## config.mk

```make
export PLATFORM = sky130hd
export DESIGN_NAME = phy_basic_mgmt_registers
export DESIGN_NICKNAME = d
export VERILOG_FILES = /design/src/mgmt_word_store.v /design/src/phy_basic_mgmt_registers.v
export VERILOG_INCLUDE_DIRS = /design/src
export SDC_FILE = /design/constraint.sdc
export NUM_CORES = 1
export LEC_CHECK = 0
export BUFFER_PORTS_ARGS = -buffer_cell sky130_fd_sc_hd__buf_2
export CAP_MARGIN = 10
export CELL_PAD_IN_SITES_DETAIL_PLACEMENT = 0
export CELL_PAD_IN_SITES_GLOBAL_PLACEMENT = 1
export CORE_MARGIN = 2
export CORE_UTILIZATION = 45
export DETAILED_ROUTE_END_ITERATION = 8
export GPL_ROUTABILITY_DRIVEN = 0
export PLACE_DENSITY_LB_ADDON = 0.1
export SYNTH_ARGS = -nofsm -noshare
export SYNTH_HDL_FRONTEND = slang
export SYNTH_SLANG_ARGS = --single-unit
```

## constraint.sdc

```tcl
create_clock -name clk_i -period 5.3 [get_ports clk_i]
set_clock_uncertainty 0.05 [all_clocks]
set_input_delay 0.265 -clock clk_i [delete_from_list [all_inputs] [get_ports clk_i]]
set_output_delay 0.265 -clock clk_i [all_outputs]
set_load 0.02 [all_outputs]
```

## src/phy_mgmt_consts.vh

```
`ifndef PHY_MGMT_CONSTS_VH
`define PHY_MGMT_CONSTS_VH

// Register numbers
`define REG_BASIC_CONTROL       5'h00
`define REG_BASIC_STATUS        5'h01
`define REG_PHY_IDENTITY_HIGH   5'h02
`define REG_PHY_IDENTITY_LOW    5'h03
`define REG_NEG_ADVERTISE       5'h04
`define REG_PARTNER_ABILITY     5'h05
`define REG_NEG_EXPANSION       5'h06
`define REG_NEG_NEXT_PAGE       5'h07
`define REG_PARTNER_NEXT_PAGE   5'h08
`define REG_MAC_IF_CONTROL      5'h14
`define REG_RX_ERROR_COUNTER    5'h15
`define REG_INT_CONTROL_STATUS  5'h1B
`define REG_PHY_CONTROL_ONE     5'h1E
`define REG_PHY_CONTROL_TWO     5'h1F

// Basic control bit positions
`define CTL_SOFT_RESET          15
`define CTL_LOOPBACK            14
`define CTL_SPEED_100           13
`define CTL_NEG_ENABLE          12
`define CTL_POWER_DOWN          11
`define CTL_ISOLATE             10
`define CTL_NEG_RESTART         9
`define CTL_FULL_DUPLEX         8
`define CTL_COL_TEST            7
`define CTL_TX_DISABLE          0

// Basic status: fixed capability bits, live bit positions
`define STATUS_FIXED            16'h7849
`define STS_NEG_COMPLETE        5
`define STS_LINK_UP             2

// Reset values of plain control bits
`define CTL_LOOPBACK_RST        1'b0
`define CTL_POWER_DOWN_RST      1'b0
`define CTL_COL_TEST_RST        1'b0
`define CTL_TX_DISABLE_RST      1'b0

// Management frame
`define OP_READ                 2'h2
`define OP_WRITE                2'h1
`define HDR_BITS                5'h0C
`define DATA_BITS               5'h10
`define PHY_ADDR_DEFAULT        5'h01

`endif

```

## src/mgmt_word_store.v

```verilog
`timescale 1ns/100ps
module mgmt_word_store #(
    parameter DATA_W = 16,
    parameter ADDR_W = 5
) (
    input  wire              clk_i,
    input  wire              wr_en_i,
    input  wire [ADDR_W-1:0] wr_addr_i,
    input  wire [DATA_W-1:0] wr_data_i,
    input  wire [ADDR_W-1:0] rd_addr_i,
    output reg  [DATA_W-1:0] rd_data_o
);
    reg [DATA_W-1:0] mem_reg [0:(1<<ADDR_W)-1];

    always @(posedge clk_i) begin
        if (wr_en_i) begin
            mem_reg[wr_addr_i] <= wr_data_i;
        end
        rd_data_o <= mem_reg[rd_addr_i];
    end
endmodule // mgmt_word_store

```

## src/phy_basic_mgmt_registers.v

```verilog
`timescale 1ns/100ps
`include "phy_mgmt_consts.vh"

// Notes on behaviour
// - Registers 0-8, 14h, 15h, 1Bh, 1Eh, 1Fh decode; other numbers are reserved.
// - Writing one to control bit 15 resets the transceiver; bit clears itself.
// - Speed bit 13 (1 = 100Mbps) is ignored while auto-negotiation is enabled.
// - With bit 12 set, negotiated speed and duplex replace bits 13 and 8.
// - Speed bit loads from the speed strap after reset.
// - Negotiation enable bit loads from the negotiation strap after reset.
// - Bit 10 isolates the device from MAC interface and line transmitter.
// - Isolate bit loads from the isolation strap after reset.
// - Writing one to bit 9 restarts negotiation; bit clears itself.
// - Bit 8 selects full duplex; resets to the inverse of the duplex strap.
// - Bit 7 enables the collision test; resets to zero.
// - Bit 0 disables the line transmitter; resets to zero.
// - Status bit 15 reads zero, bit 14 reads one.
// - Status bit 13 is read-only and reads one.
// - Power-down stops everything except management; registers stay accessible.
module phy_basic_mgmt_registers #(
    parameter [4:0]  PHY_ADDR      = `PHY_ADDR_DEFAULT,
    parameter [15:0] IDENTITY_HIGH = 16'h1234, // Arbitrary value
    parameter [15:0] IDENTITY_LOW  = 16'h5678  // Arbitrary value
) (
    input  wire clk_i,
    input  wire nrst_i,
    input  wire mdc_i,
    input  wire mdio_i,
    output reg  mdio_o,
    output reg  mdio_oe_n_o,
    input  wire speed_strap_i,
    input  wire negotiation_enable_strap_i,
    input  wire isolate_strap_i,
    input  wire duplex_strap_i,
    input  wire neg_speed_100_i,
    input  wire neg_full_duplex_i,
    input  wire neg_complete_i,
    input  wire link_up_i,
    input  wire receive_error_i,
    output reg  soft_reset_o,
    output reg  neg_restart_o,
    output reg  neg_enable_o,
    output reg  speed_100_o,
    output reg  full_duplex_o,
    output reg  loopback_o,
    output reg  isolate_o,
    output reg  tx_disable_o,
    output reg  col_test_o,
    output reg  core_enable_o
);
    localparam S_IDLE  = 5'h01;
    localparam S_START = 5'h02;
    localparam S_HDR   = 5'h04;
    localparam S_TA    = 5'h08;
    localparam S_DATA  = 5'h10;
    localparam NPIN    = 6;

    // Pin synchronisers: mdc, mdio, four straps
    wire [NPIN-1:0] pin_raw = {duplex_strap_i, isolate_strap_i, negotiation_enable_strap_i,
                               speed_strap_i, mdio_i, mdc_i};
    reg  [NPIN-1:0] sync1_reg;
    reg  [NPIN-1:0] sync2_reg;
    reg  [NPIN-1:0] sync3_reg;
    reg  [NPIN-1:0] pin_reg;
    genvar g;
    generate
        for (g = 0; g < NPIN; g = g + 1) begin : g_sync
            // No reset: strap levels must be valid while reset is held
            always @(posedge clk_i) begin
                sync1_reg[g] <= pin_raw[g];
                sync2_reg[g] <= sync1_reg[g];
                sync3_reg[g] <= sync2_reg[g];
                if (sync2_reg[g] == sync3_reg[g]) begin
                    pin_reg[g] <= sync3_reg[g];
                end
            end
        end
    endgenerate

    wire mdc_f   = pin_reg[0];
    wire mdio_f  = pin_reg[1];
    wire s_speed = pin_reg[2];
    wire s_neg   = pin_reg[3];
    wire s_iso   = pin_reg[4];
    wire s_dup   = pin_reg[5];

    reg  mdc_prev_reg;
    wire mdc_rise = mdc_f & ~mdc_prev_reg;

    // Frame state
    reg  [4:0]  state_reg;
    reg  [4:0]  cnt_reg;
    reg  [11:0] hdr_reg;
    reg  [15:0] shift_reg;
    reg         rd_reg;
    reg         wr_reg;
    wire [1:0]  op_w   = hdr_reg[11:10];
    wire [4:0]  phy_w  = hdr_reg[9:5];
    wire [4:0]  regad  = hdr_reg[4:0];
    wire [11:0] hdr_nx = {hdr_reg[10:0], mdio_f};
    wire [15:0] data_nx = {shift_reg[14:0], mdio_f};

    // Control register fields
    reg ctl_speed_reg;
    reg ctl_neg_reg;
    reg ctl_pd_reg;
    reg ctl_iso_reg;
    reg ctl_dup_reg;
    reg ctl_col_reg;
    reg ctl_loop_reg;
    reg ctl_txdis_reg;
    reg [15:0] rxerr_cnt_reg;
    reg [5:0]  written_reg;

    // Writable registers outside the basic pair live in the word store
    reg  [5:0] wr_slot;
    always @* begin
        case (regad)
            `REG_NEG_ADVERTISE:      wr_slot = 6'h01;
            `REG_NEG_NEXT_PAGE:      wr_slot = 6'h02;
            `REG_MAC_IF_CONTROL:     wr_slot = 6'h04;
            `REG_INT_CONTROL_STATUS: wr_slot = 6'h08;
            `REG_PHY_CONTROL_ONE:    wr_slot = 6'h10;
            `REG_PHY_CONTROL_TWO:    wr_slot = 6'h20;
            default:                 wr_slot = 6'h00;
        endcase
    end

    wire        commit    = mdc_rise && state_reg == S_DATA && wr_reg &&
                            cnt_reg == `DATA_BITS - 5'h01;
    wire        store_wr  = commit && (wr_slot != 6'h00);
    wire [15:0] store_rd;

    mgmt_word_store #(
        .DATA_W(16),
        .ADDR_W(5)
    ) u_store (
        .clk_i    (clk_i),
        .wr_en_i  (store_wr),
        .wr_addr_i(regad),
        .wr_data_i(data_nx),
        .rd_addr_i(regad),
        .rd_data_o(store_rd)
    );

    wire [15:0] ctl_word = {1'b0, ctl_loop_reg, ctl_speed_reg, ctl_neg_reg, ctl_pd_reg,
                            ctl_iso_reg, 1'b0, ctl_dup_reg, ctl_col_reg, 6'h00,
                            ctl_txdis_reg};
    reg  [15:0] sts_word;
    reg  [15:0] rd_word;
    always @* begin
        sts_word = `STATUS_FIXED;
        sts_word[`STS_NEG_COMPLETE] = neg_complete_i;
        sts_word[`STS_LINK_UP] = link_up_i;
        case (regad)
            `REG_BASIC_CONTROL:     rd_word = ctl_word;
            `REG_BASIC_STATUS:      rd_word = sts_word;
            `REG_PHY_IDENTITY_HIGH: rd_word = IDENTITY_HIGH;
            `REG_PHY_IDENTITY_LOW:  rd_word = IDENTITY_LOW;
            `REG_RX_ERROR_COUNTER:  rd_word = rxerr_cnt_reg;
            // Never-written slots read zero instead of unknown memory
            default: rd_word = ((wr_slot & written_reg) != 6'h00) ? store_rd : 16'h0000;
        endcase
    end

    // Management frame engine
    always @(posedge clk_i) begin
        if (!nrst_i) begin
            mdc_prev_reg <= 1'b0;
            state_reg    <= S_IDLE;
            cnt_reg      <= 5'h00;
            hdr_reg      <= 12'h000;
            shift_reg    <= 16'h0000;
            rd_reg       <= 1'b0;
            wr_reg       <= 1'b0;
            mdio_o       <= 1'b1;
            mdio_oe_n_o  <= 1'b1;
        end else begin
            mdc_prev_reg <= mdc_f;
            if (mdc_rise) begin
                case (state_reg)
                    S_IDLE: begin
                        if (!mdio_f) begin
                            state_reg <= S_START;
                        end
                    end
                    S_START: begin
                        cnt_reg   <= 5'h00;
                        state_reg <= mdio_f ? S_HDR : S_IDLE;
                    end
                    S_HDR: begin
                        hdr_reg <= hdr_nx;
                        cnt_reg <= cnt_reg + 5'h01;
                        if (cnt_reg == `HDR_BITS - 5'h01) begin
                            rd_reg    <= hdr_nx[11:10] == `OP_READ && hdr_nx[9:5] == PHY_ADDR;
                            wr_reg    <= hdr_nx[11:10] == `OP_WRITE && hdr_nx[9:5] == PHY_ADDR;
                            cnt_reg   <= 5'h00;
                            state_reg <= S_TA;
                        end
                    end
                    S_TA: begin
                        cnt_reg <= cnt_reg + 5'h01;
                        if (cnt_reg == 5'h00) begin
                            if (rd_reg) begin
                                mdio_o      <= 1'b0;
                                mdio_oe_n_o <= 1'b0;
                            end
                        end else begin
                            cnt_reg   <= 5'h00;
                            shift_reg <= rd_word;
                            state_reg <= S_DATA;
                            if (rd_reg) begin
                                mdio_o <= rd_word[15];
                            end
                        end
                    end
                    S_DATA: begin
                        cnt_reg <= cnt_reg + 5'h01;
                        if (rd_reg) begin
                            shift_reg <= {shift_reg[14:0], 1'b0};
                            mdio_o    <= shift_reg[14];
                        end else begin
                            shift_reg <= data_nx;
                        end
                        if (cnt_reg == `DATA_BITS - 5'h01) begin
                            mdio_o      <= 1'b1;
                            mdio_oe_n_o <= 1'b1;
                            rd_reg      <= 1'b0;
                            wr_reg      <= 1'b0;
                            state_reg   <= S_IDLE;
                        end
                    end
                    default: begin
                        state_reg <= S_IDLE;
                    end
                endcase
            end
        end
    end

    // Basic control register; soft reset restores the strap defaults
    wire ctl_wr  = commit && regad == `REG_BASIC_CONTROL;
    wire do_init = !nrst_i || soft_reset_o;
    always @(posedge clk_i) begin
        if (do_init) begin
            ctl_speed_reg <= s_speed;
            ctl_neg_reg   <= s_neg;
            ctl_iso_reg   <= s_iso;
            ctl_dup_reg   <= ~s_dup;
            ctl_pd_reg    <= `CTL_POWER_DOWN_RST;
            ctl_col_reg   <= `CTL_COL_TEST_RST;
            ctl_loop_reg  <= `CTL_LOOPBACK_RST;
            ctl_txdis_reg <= `CTL_TX_DISABLE_RST;
            soft_reset_o  <= 1'b0;
            neg_restart_o <= 1'b0;
            written_reg   <= 6'h00;
            rxerr_cnt_reg <= 16'h0000;
        end else begin
            // Command bits are one-cycle pulses, never stored
            soft_reset_o  <= ctl_wr && data_nx[`CTL_SOFT_RESET];
            neg_restart_o <= ctl_wr && data_nx[`CTL_NEG_RESTART];
            if (ctl_wr) begin
                ctl_loop_reg  <= data_nx[`CTL_LOOPBACK];
                ctl_speed_reg <= data_nx[`CTL_SPEED_100];
                ctl_neg_reg   <= data_nx[`CTL_NEG_ENABLE];
                ctl_pd_reg    <= data_nx[`CTL_POWER_DOWN];
                ctl_iso_reg   <= data_nx[`CTL_ISOLATE];
                ctl_dup_reg   <= data_nx[`CTL_FULL_DUPLEX];
                ctl_col_reg   <= data_nx[`CTL_COL_TEST];
                ctl_txdis_reg <= data_nx[`CTL_TX_DISABLE];
            end
            if (store_wr) begin
                written_reg <= written_reg | wr_slot;
            end
            // Saturates rather than wraps; counting stops in power-down
            if (receive_error_i && !ctl_pd_reg && rxerr_cnt_reg != 16'hFFFF) begin
                rxerr_cnt_reg <= rxerr_cnt_reg + 16'h0001;
            end
        end
    end

    // Effective datapath controls
    always @(posedge clk_i) begin
        if (!nrst_i) begin
            neg_enable_o  <= 1'b0;
            speed_100_o   <= 1'b0;
            full_duplex_o <= 1'b0;
            loopback_o    <= 1'b0;
            isolate_o     <= 1'b0;
            tx_disable_o  <= 1'b0;
            col_test_o    <= 1'b0;
            core_enable_o <= 1'b0;
        end else begin
            neg_enable_o  <= ctl_neg_reg;
            speed_100_o   <= ctl_neg_reg ? neg_speed_100_i : ctl_speed_reg;
            full_duplex_o <= ctl_neg_reg ? neg_full_duplex_i : ctl_dup_reg;
            loopback_o    <= ctl_loop_reg;
            isolate_o     <= ctl_iso_reg;
            tx_disable_o  <= ctl_txdis_reg | ctl_iso_reg;
            col_test_o    <= ctl_col_reg;
            // Management engine above never looks at power-down
            core_enable_o <= ~ctl_pd_reg;
        end
    end
endmodule // phy_basic_mgmt_registers

```

==> results of run 1 <==
## cells by family (layout without fill, tap and decap cells)
logic type	Yosys count	after routing	share of synthesized area, %
flip-flops	633	633	73.7
AND/OR/NAND/NOR	234	234	4.86
multiplexers	189	189	16.0
AO/OA/AOI/OAI	113	113	3.20
buffers and inverters	83	208	1.37
XOR/XNOR	19	19	0.685
adder cells (fa/ha/maj)	4	4	0.206
other	1	416	0.0154
## layout by cell type (no fill, tap or decap), types with 5 or more instances in the layout
cell and n:
nor2b_1 6, clkbuf_16 75, nor3_1 15, clkinv_1 10, edfxtp_1 522, conb_1 416
buf_16 8, o21a_1 7, nand4_1 11, nor2_1 63, a221oi_1 6, buf_2 24
xnor2_1 17, a221o_1 5, mux2i_1 15, nand2_1 55, clkinv_2 7, dfxtp_1 108
nand3_1 21, buf_4 22, a21oi_1 29, and3_1 8, mux2_2 16, mux4_2 158
and2_1 9, bufinv_16 9, or3_1 5, o31ai_1 11, dlygate4sd3_1 8, clkbuf_1 16
o21ai_0 15, nand2b_1 7, a31oi_1 8, inv_1 13
## per-layer routing
layer  global-route usage, %  vias to the layer above  routed length (µm)
li1                        -                     5758                   -
met1                    23.2                     6362               20600
met2                    28.6                      268               22800
met3                    3.62                       99                2160
met4                    5.83                        0                1270
met5                       0                        -                   0
## where the power goes
group	total, µW	leakage, µW	internal, µW	switching, µW
Sequential	5550	0.00625	5500	48.8
Clock	4990	0.00117	3080	1910
Combinational	197	0.00351	81.1	116
Total	10700	0.0109	8670	2070
## final cells by class
type                            instances  area, µm²  share of cell area [%]
Timing Repair Buffer                   64        626                    2.12
Tap cell                              696        871                    2.95
Clock buffer                           95       1990                    6.75
Inverter                               16       60.1                   0.203
Multi-Input combinational cell        975       7650                    25.9
Clock inverter                         33        412                    1.39
Sequential cell                       633      17900                    60.7
## worst max-delay path: stages, from the launching register on
cell,delay (ns)
dfxtp_1,0.53
or4b_4,0.55
nor4_2,0.80
nand2_1,0.27
nor4_2,0.60
buf_4,0.36
## metrics by stage
stage / utilization, % / setup slack, ns / area (µm²) / hold slack, ns
after global routing: 55.1 / 1.55 / 29500 / 0.0715
final: 55.1 / 1.81 / 29500 / 0.0731
after floorplan: - / 1.61 / 25900 / 0.243
after detailed placement: 50.0 / 1.88 / 26800 / 0.262
after CTS: 54.6 / 1.86 / 29300 / 0.0450
after global placement: 50.0 / 1.91 / 26800 / 0.260
## path summary, 6_finish.rpt
path / from / endpoint / slack (ns)
setup / recovery: state_reg[4]$_SDFFE_PN0P_ / u_store.mem_reg[20][0]$_DFFE_PP_ / 1.81
hold / removal: nrst_i / mdio_oe_n_o$_SDFFE_PN1P_ / 0.07
setup reg to reg: state_reg[4]$_SDFFE_PN0P_ / u_store.mem_reg[20][0]$_DFFE_PP_ / 1.81
hold reg to reg: sync1_reg[0]$_DFF_P_ / sync2_reg[0]$_DFF_P_ / 0.27
==> results.py, run 1 <==
metrics = {
    "outcome": {
        "status": "finished clean",
    },
    "yosys": {
        "yosys-top-cells-count": "edfxtp_1, mux4_2, dfxtp_1",
        "synthTopCellsByArea": "edfxtp_1, mux4_2, dfxtp_1, nor2_1, nand2_1",
        "yosys_warnings": 0,
        "synth_edf_count": 522,
        "ys_types": 62,
        "synthMostInstantiatedCell": "edfxtp_1",
        "syn_area_um2": 24300,
        "netlist.area_leader.share_pct": 64.5,
        "ys.flop_type": "edfxtp_1",
        "async_flop_share_pct": 0,
        "synth_seq_area_share_pct": 73.7,
        "ys_ff_latch": 633,
        "yosysTopAreaCell": "edfxtp_1",
        "avgSynthCellArea_um2": 19.0,
        "netlist_instances": 1276,
    },
    "sta": {
        "tightest_slew_ns": 1.20,
        "hold_violations": 0,
        "fmax_mhz": 286,
        "setup_tns_ns": 0,
        "rsz0062_at_grt": "no",
        "period_minus_slack_ns": 3.49,
        "slew_headroom_pct": 20.2,
        "post-route-period-util_pct": 65.9,
        "drv_slew": 0,
        "finalSetupViolCount": 0,
    },
    "placement": {
        "io_buffers": 24,
        "hpwl_um": 27600,
        "dp_cells": 2368,
    },
    "floorplan": {
        "start_util_pct": 45.3,
        "core_um2": 53600,
        "ios": 25,
        "die_area_um2": 55900,
        "fp-row-count": 85,
        "die_h_um": 236,
        "die_x_um": 236,
    },
    "hold_path": {
        "hold_depth": 3,
        "hold_class": "input port to flip-flop",
    },
    "power": {
        "ir_worst_vdd_v": 0.000233,
        "p_leak_uw": 0.0109,
        "power_density_nw_per_um2": 364,
        "p_total_uw": 10700,
    },
    "clock_tree": {
        "insertion_delay_ns": 0.60,
        "ctsHoldBuffers": 8,
        "cts_root_buffer": "clkbuf_16",
        "cts_sinks": 633,
        "h-tree-depth": 3,
        "cts_made_buffers": 70,
        "cts_setup_buffers": 0,
        "cts_tree": "built",
        "path_clk_slew_ns": 0.06,
        "ctsResizeCount": 0,
        "cts_buffer_depth": 3,
    },
    "finish": {
        "area_delta_synth_final_pct": 21.5,
        "largest_register_ffs": 512,
        "nFillCells": 4381,
        "antenna_cells": 0,
        "nNetsFinal": 1777,
        "drive_above_1_share_pct": 19.3,
        "instances_no_fill": 2512,
    },
    "drt": {
        "vias": 12500,
        "drt_pass1_iterations": 7,
        "drtAntennaViolNets": 0,
        "drt-total-wl_um": 46800,
        "drc": 0,
        "routedWlPerCell_um": 18.6,
        "avgViaCountPerCell": 4.97,
        "first_iter_violations": 943,
    },
    "grt": {
        "track_usage_pct": 17.4,
        "grt_start_max_net_pins": 60,
        "grt_pass1_vias": 12900,
        "grt_remaining_overflow": 0,
        "antenna_found_initial": 0,
        "grt_pass1_wl_um": 73400,
    },
    "setup_path": {
        "worst_ep_required_time_ns": 5.53,
        "end_kind": "flip-flop",
        "path_max_fanout": 12,
        "reg2regPathDepth": 5,
        "startpoint_type": "flip-flop",
        "path_class": "flip-flop to flip-flop",
        "cp.arrival_ns": 3.72,
    },
    "job": {
        "drv_cap": 0,
    },
}
Power figures use the tool's default switching activity.
==> run 2, diff against run 1 <==
- clock period: 5.3 -> 3.25 ns (I/O delays scaled with it)
==> results.py, run 2 (synthesis gave the netlist of run 1 again) <==
metrics = {
    "sta": {
        "worst_hold_slack_ns": 0.138,
        "slew_headroom_pct": 23.2,
        "setup_tns_ns": 0,
        "rsz0062_at_grt": "no",
        "post-route-period-util_pct": 81.0,
        "period_minus_slack_ns": 2.63,
        "hold_violations": 0,
        "tightest_slew_ns": 1.15,
        "setup_ws_ns": 0.616,
        "fmax_mhz": 380,
        "drv_slew": 0,
        "finalSetupViolCount": 0,
    },
    "setup_path": {
        "r2r_end": "u_store.mem_reg[20][10]$_DFFE_PP_",
        "r2r-start": "state_reg[4]$_SDFFE_PN0P_",
        "path_max_fanout": 13,
        "rrSetupSlack_ns": 0.62,
        "reg2regPathDepth": 6,
        "cp.arrival_ns": 2.84,
        "end_kind": "flip-flop",
        "startpoint_type": "flip-flop",
        "path_class": "flip-flop to flip-flop",
        "worst_ep_required_time_ns": 3.46,
    },
    "placement": {
        "pre_cts_slack_ns": 0.668,
        "dp_cells": 2393,
        "hpwl_um": 27800,
        "io_buffers": 24,
    },
    "clock_tree": {
        "ctsResizeCount": 0,
        "h-tree-depth": 3,
        "cts_sinks": 633,
        "ctsHoldBuffers": 10,
        "cts_made_buffers": 67,
        "cts_buffer_depth": 3,
        "cts_root_buffer": "clkbuf_16",
        "path_clk_slew_ns": 0.06,
        "cts_setup_buffers": 0,
        "insertion_delay_ns": 0.59,
        "cts_tree": "built",
    },
    "finish": {
        "antenna_cells": 0,
        "regArea_um2": 17900,
        "nFillCells": 4410,
        "instances_no_fill": 2522,
        "largest_register_ffs": 512,
        "nNetsFinal": 1793,
        "area_delta_synth_final_pct": 20.5,
        "final_cell_mix": "edfxtp_1, conb_1, mux4_2",
        "fin_util_pct": 54.6,
        "drive_above_1_share_pct": 19.6,
        "multi_input_area_um2": 7660,
        "mostFrequentLayoutCell": "edfxtp_1",
    },
    "drt": {
        "routedWlPerCell_um": 18.3,
        "drc": 0,
        "routedLengthMet1_um": 20500,
        "first_iter_violations": 852,
        "drtAntennaViolNets": 0,
        "wl_met3_um": 1910,
        "drt-total-wl_um": 46100,
        "drt_pass1_iterations": 5,
        "avgViaCountPerCell": 4.94,
        "highest_layer": "met4",
        "vias": 12500,
        "dr_wl_met2_um": 22400,
    },
    "grt": {
        "grt_pass1_vias": 12900,
        "antenna_found_initial": 0,
        "grt_pass1_wl_um": 72500,
        "grt_start_max_net_pins": 47,
        "grt_remaining_overflow": 0,
        "track_usage_pct": 17.2,
    },
    "outcome": {
        "status": "finished clean",
    },
    "floorplan": {
        "die_x_um": 236,
        "fp-row-count": 85,
        "die_area_um2": 55900,
        "start_util_pct": 45.3,
        "core_um2": 53600,
        "die_h_um": 236,
        "ios": 25,
    },
    "power": {
        "power_density_nw_per_um2": 565,
        "ir_worst_vdd_v": 0.000456,
        "p_leak_uw": 0.0109,
    },
    "hold_path": {
        "hold_depth": 5,
        "worstHoldEndpoint": "shift_reg[5]$_SDFFE_PN0P_",
        "hp-start": "neg_complete_i",
        "hold_class": "input port to flip-flop",
    },
    "job": {
        "drv_cap": 0,
    },
}
[run 2: cell count changes in the layout (fill, tap and decap cells not counted), sizes merged]
cell	before	now
clkbuf	95	91
dlygate4sd3	8	10
bufinv	9	3
clkinvlp	2	0
clkinv	20	25
inv	18	16
buf	56	73
[run 2: area by class of cell]
type,count,area share (%)
clock buffer,91,6.28
clock inverter,28,0.752
inverter,16,0.205
multi-input combinational,975,26.2
sequential,633,61.1
tap,696,2.97
timing repair buffer,83,2.48
[run 2: metrics by stage]
step / cell area [µm²] / power [µW]
after floorplan: 25900 / 9430
after global placement: 27100 / 9510
after detailed placement: 27100 / 9530
after CTS: 29300 / 16800
after global routing: 29300 / 17200
final: 29300 / 16500
[run 2: metal layers]
metal  track usage [%]  vias to the layer above
li1                  -                     5769
met2              28.1                      212
met1              23.0                     6402
met4              5.81                        0
met3              3.78                       88
met5                 0                        -
[run 2: critical path: stages (launching register included)]
cell and delay [ns]:
dfxtp_1 0.54, or4b_4 0.54, nor4_2 0.24, buf_4 0.22, nand2_1 0.17, nor4_4 0.21
buf_4 0.33
[run 2: how the worst max path moves through the flow]
stage | start | endpoint | slack (ns)
after CTS | state_reg[4]$_SDFFE_PN0P_ | u_store.mem_reg[20][10]$_DFFE_PP_ | 0.64
after floorplan | state_reg[2]$_SDFFE_PN0P_ | u_store.mem_reg[7][0]$_DFFE_PP_ | 0.03
after detailed placement | state_reg[4]$_SDFFE_PN0P_ | u_store.mem_reg[20][7]$_DFFE_PP_ | 0.67
final | state_reg[4]$_SDFFE_PN0P_ | u_store.mem_reg[20][10]$_DFFE_PP_ | 0.62
after global routing | cnt_reg[0]$_SDFFE_PN0P_ | u_store.mem_reg[20][10]$_DFFE_PP_ | 0.49
after global placement | state_reg[4]$_SDFFE_PN0P_ | u_store.mem_reg[20][7]$_DFFE_PP_ | 0.68
[run 2: power by group]
part,switching [µW],leakage [µW],total (µW),internal (µW)
Sequential,78.1,0.00628,9050,8970
Combinational,189,0.00362,321,131
Clock,2970,0.00102,7170,4200
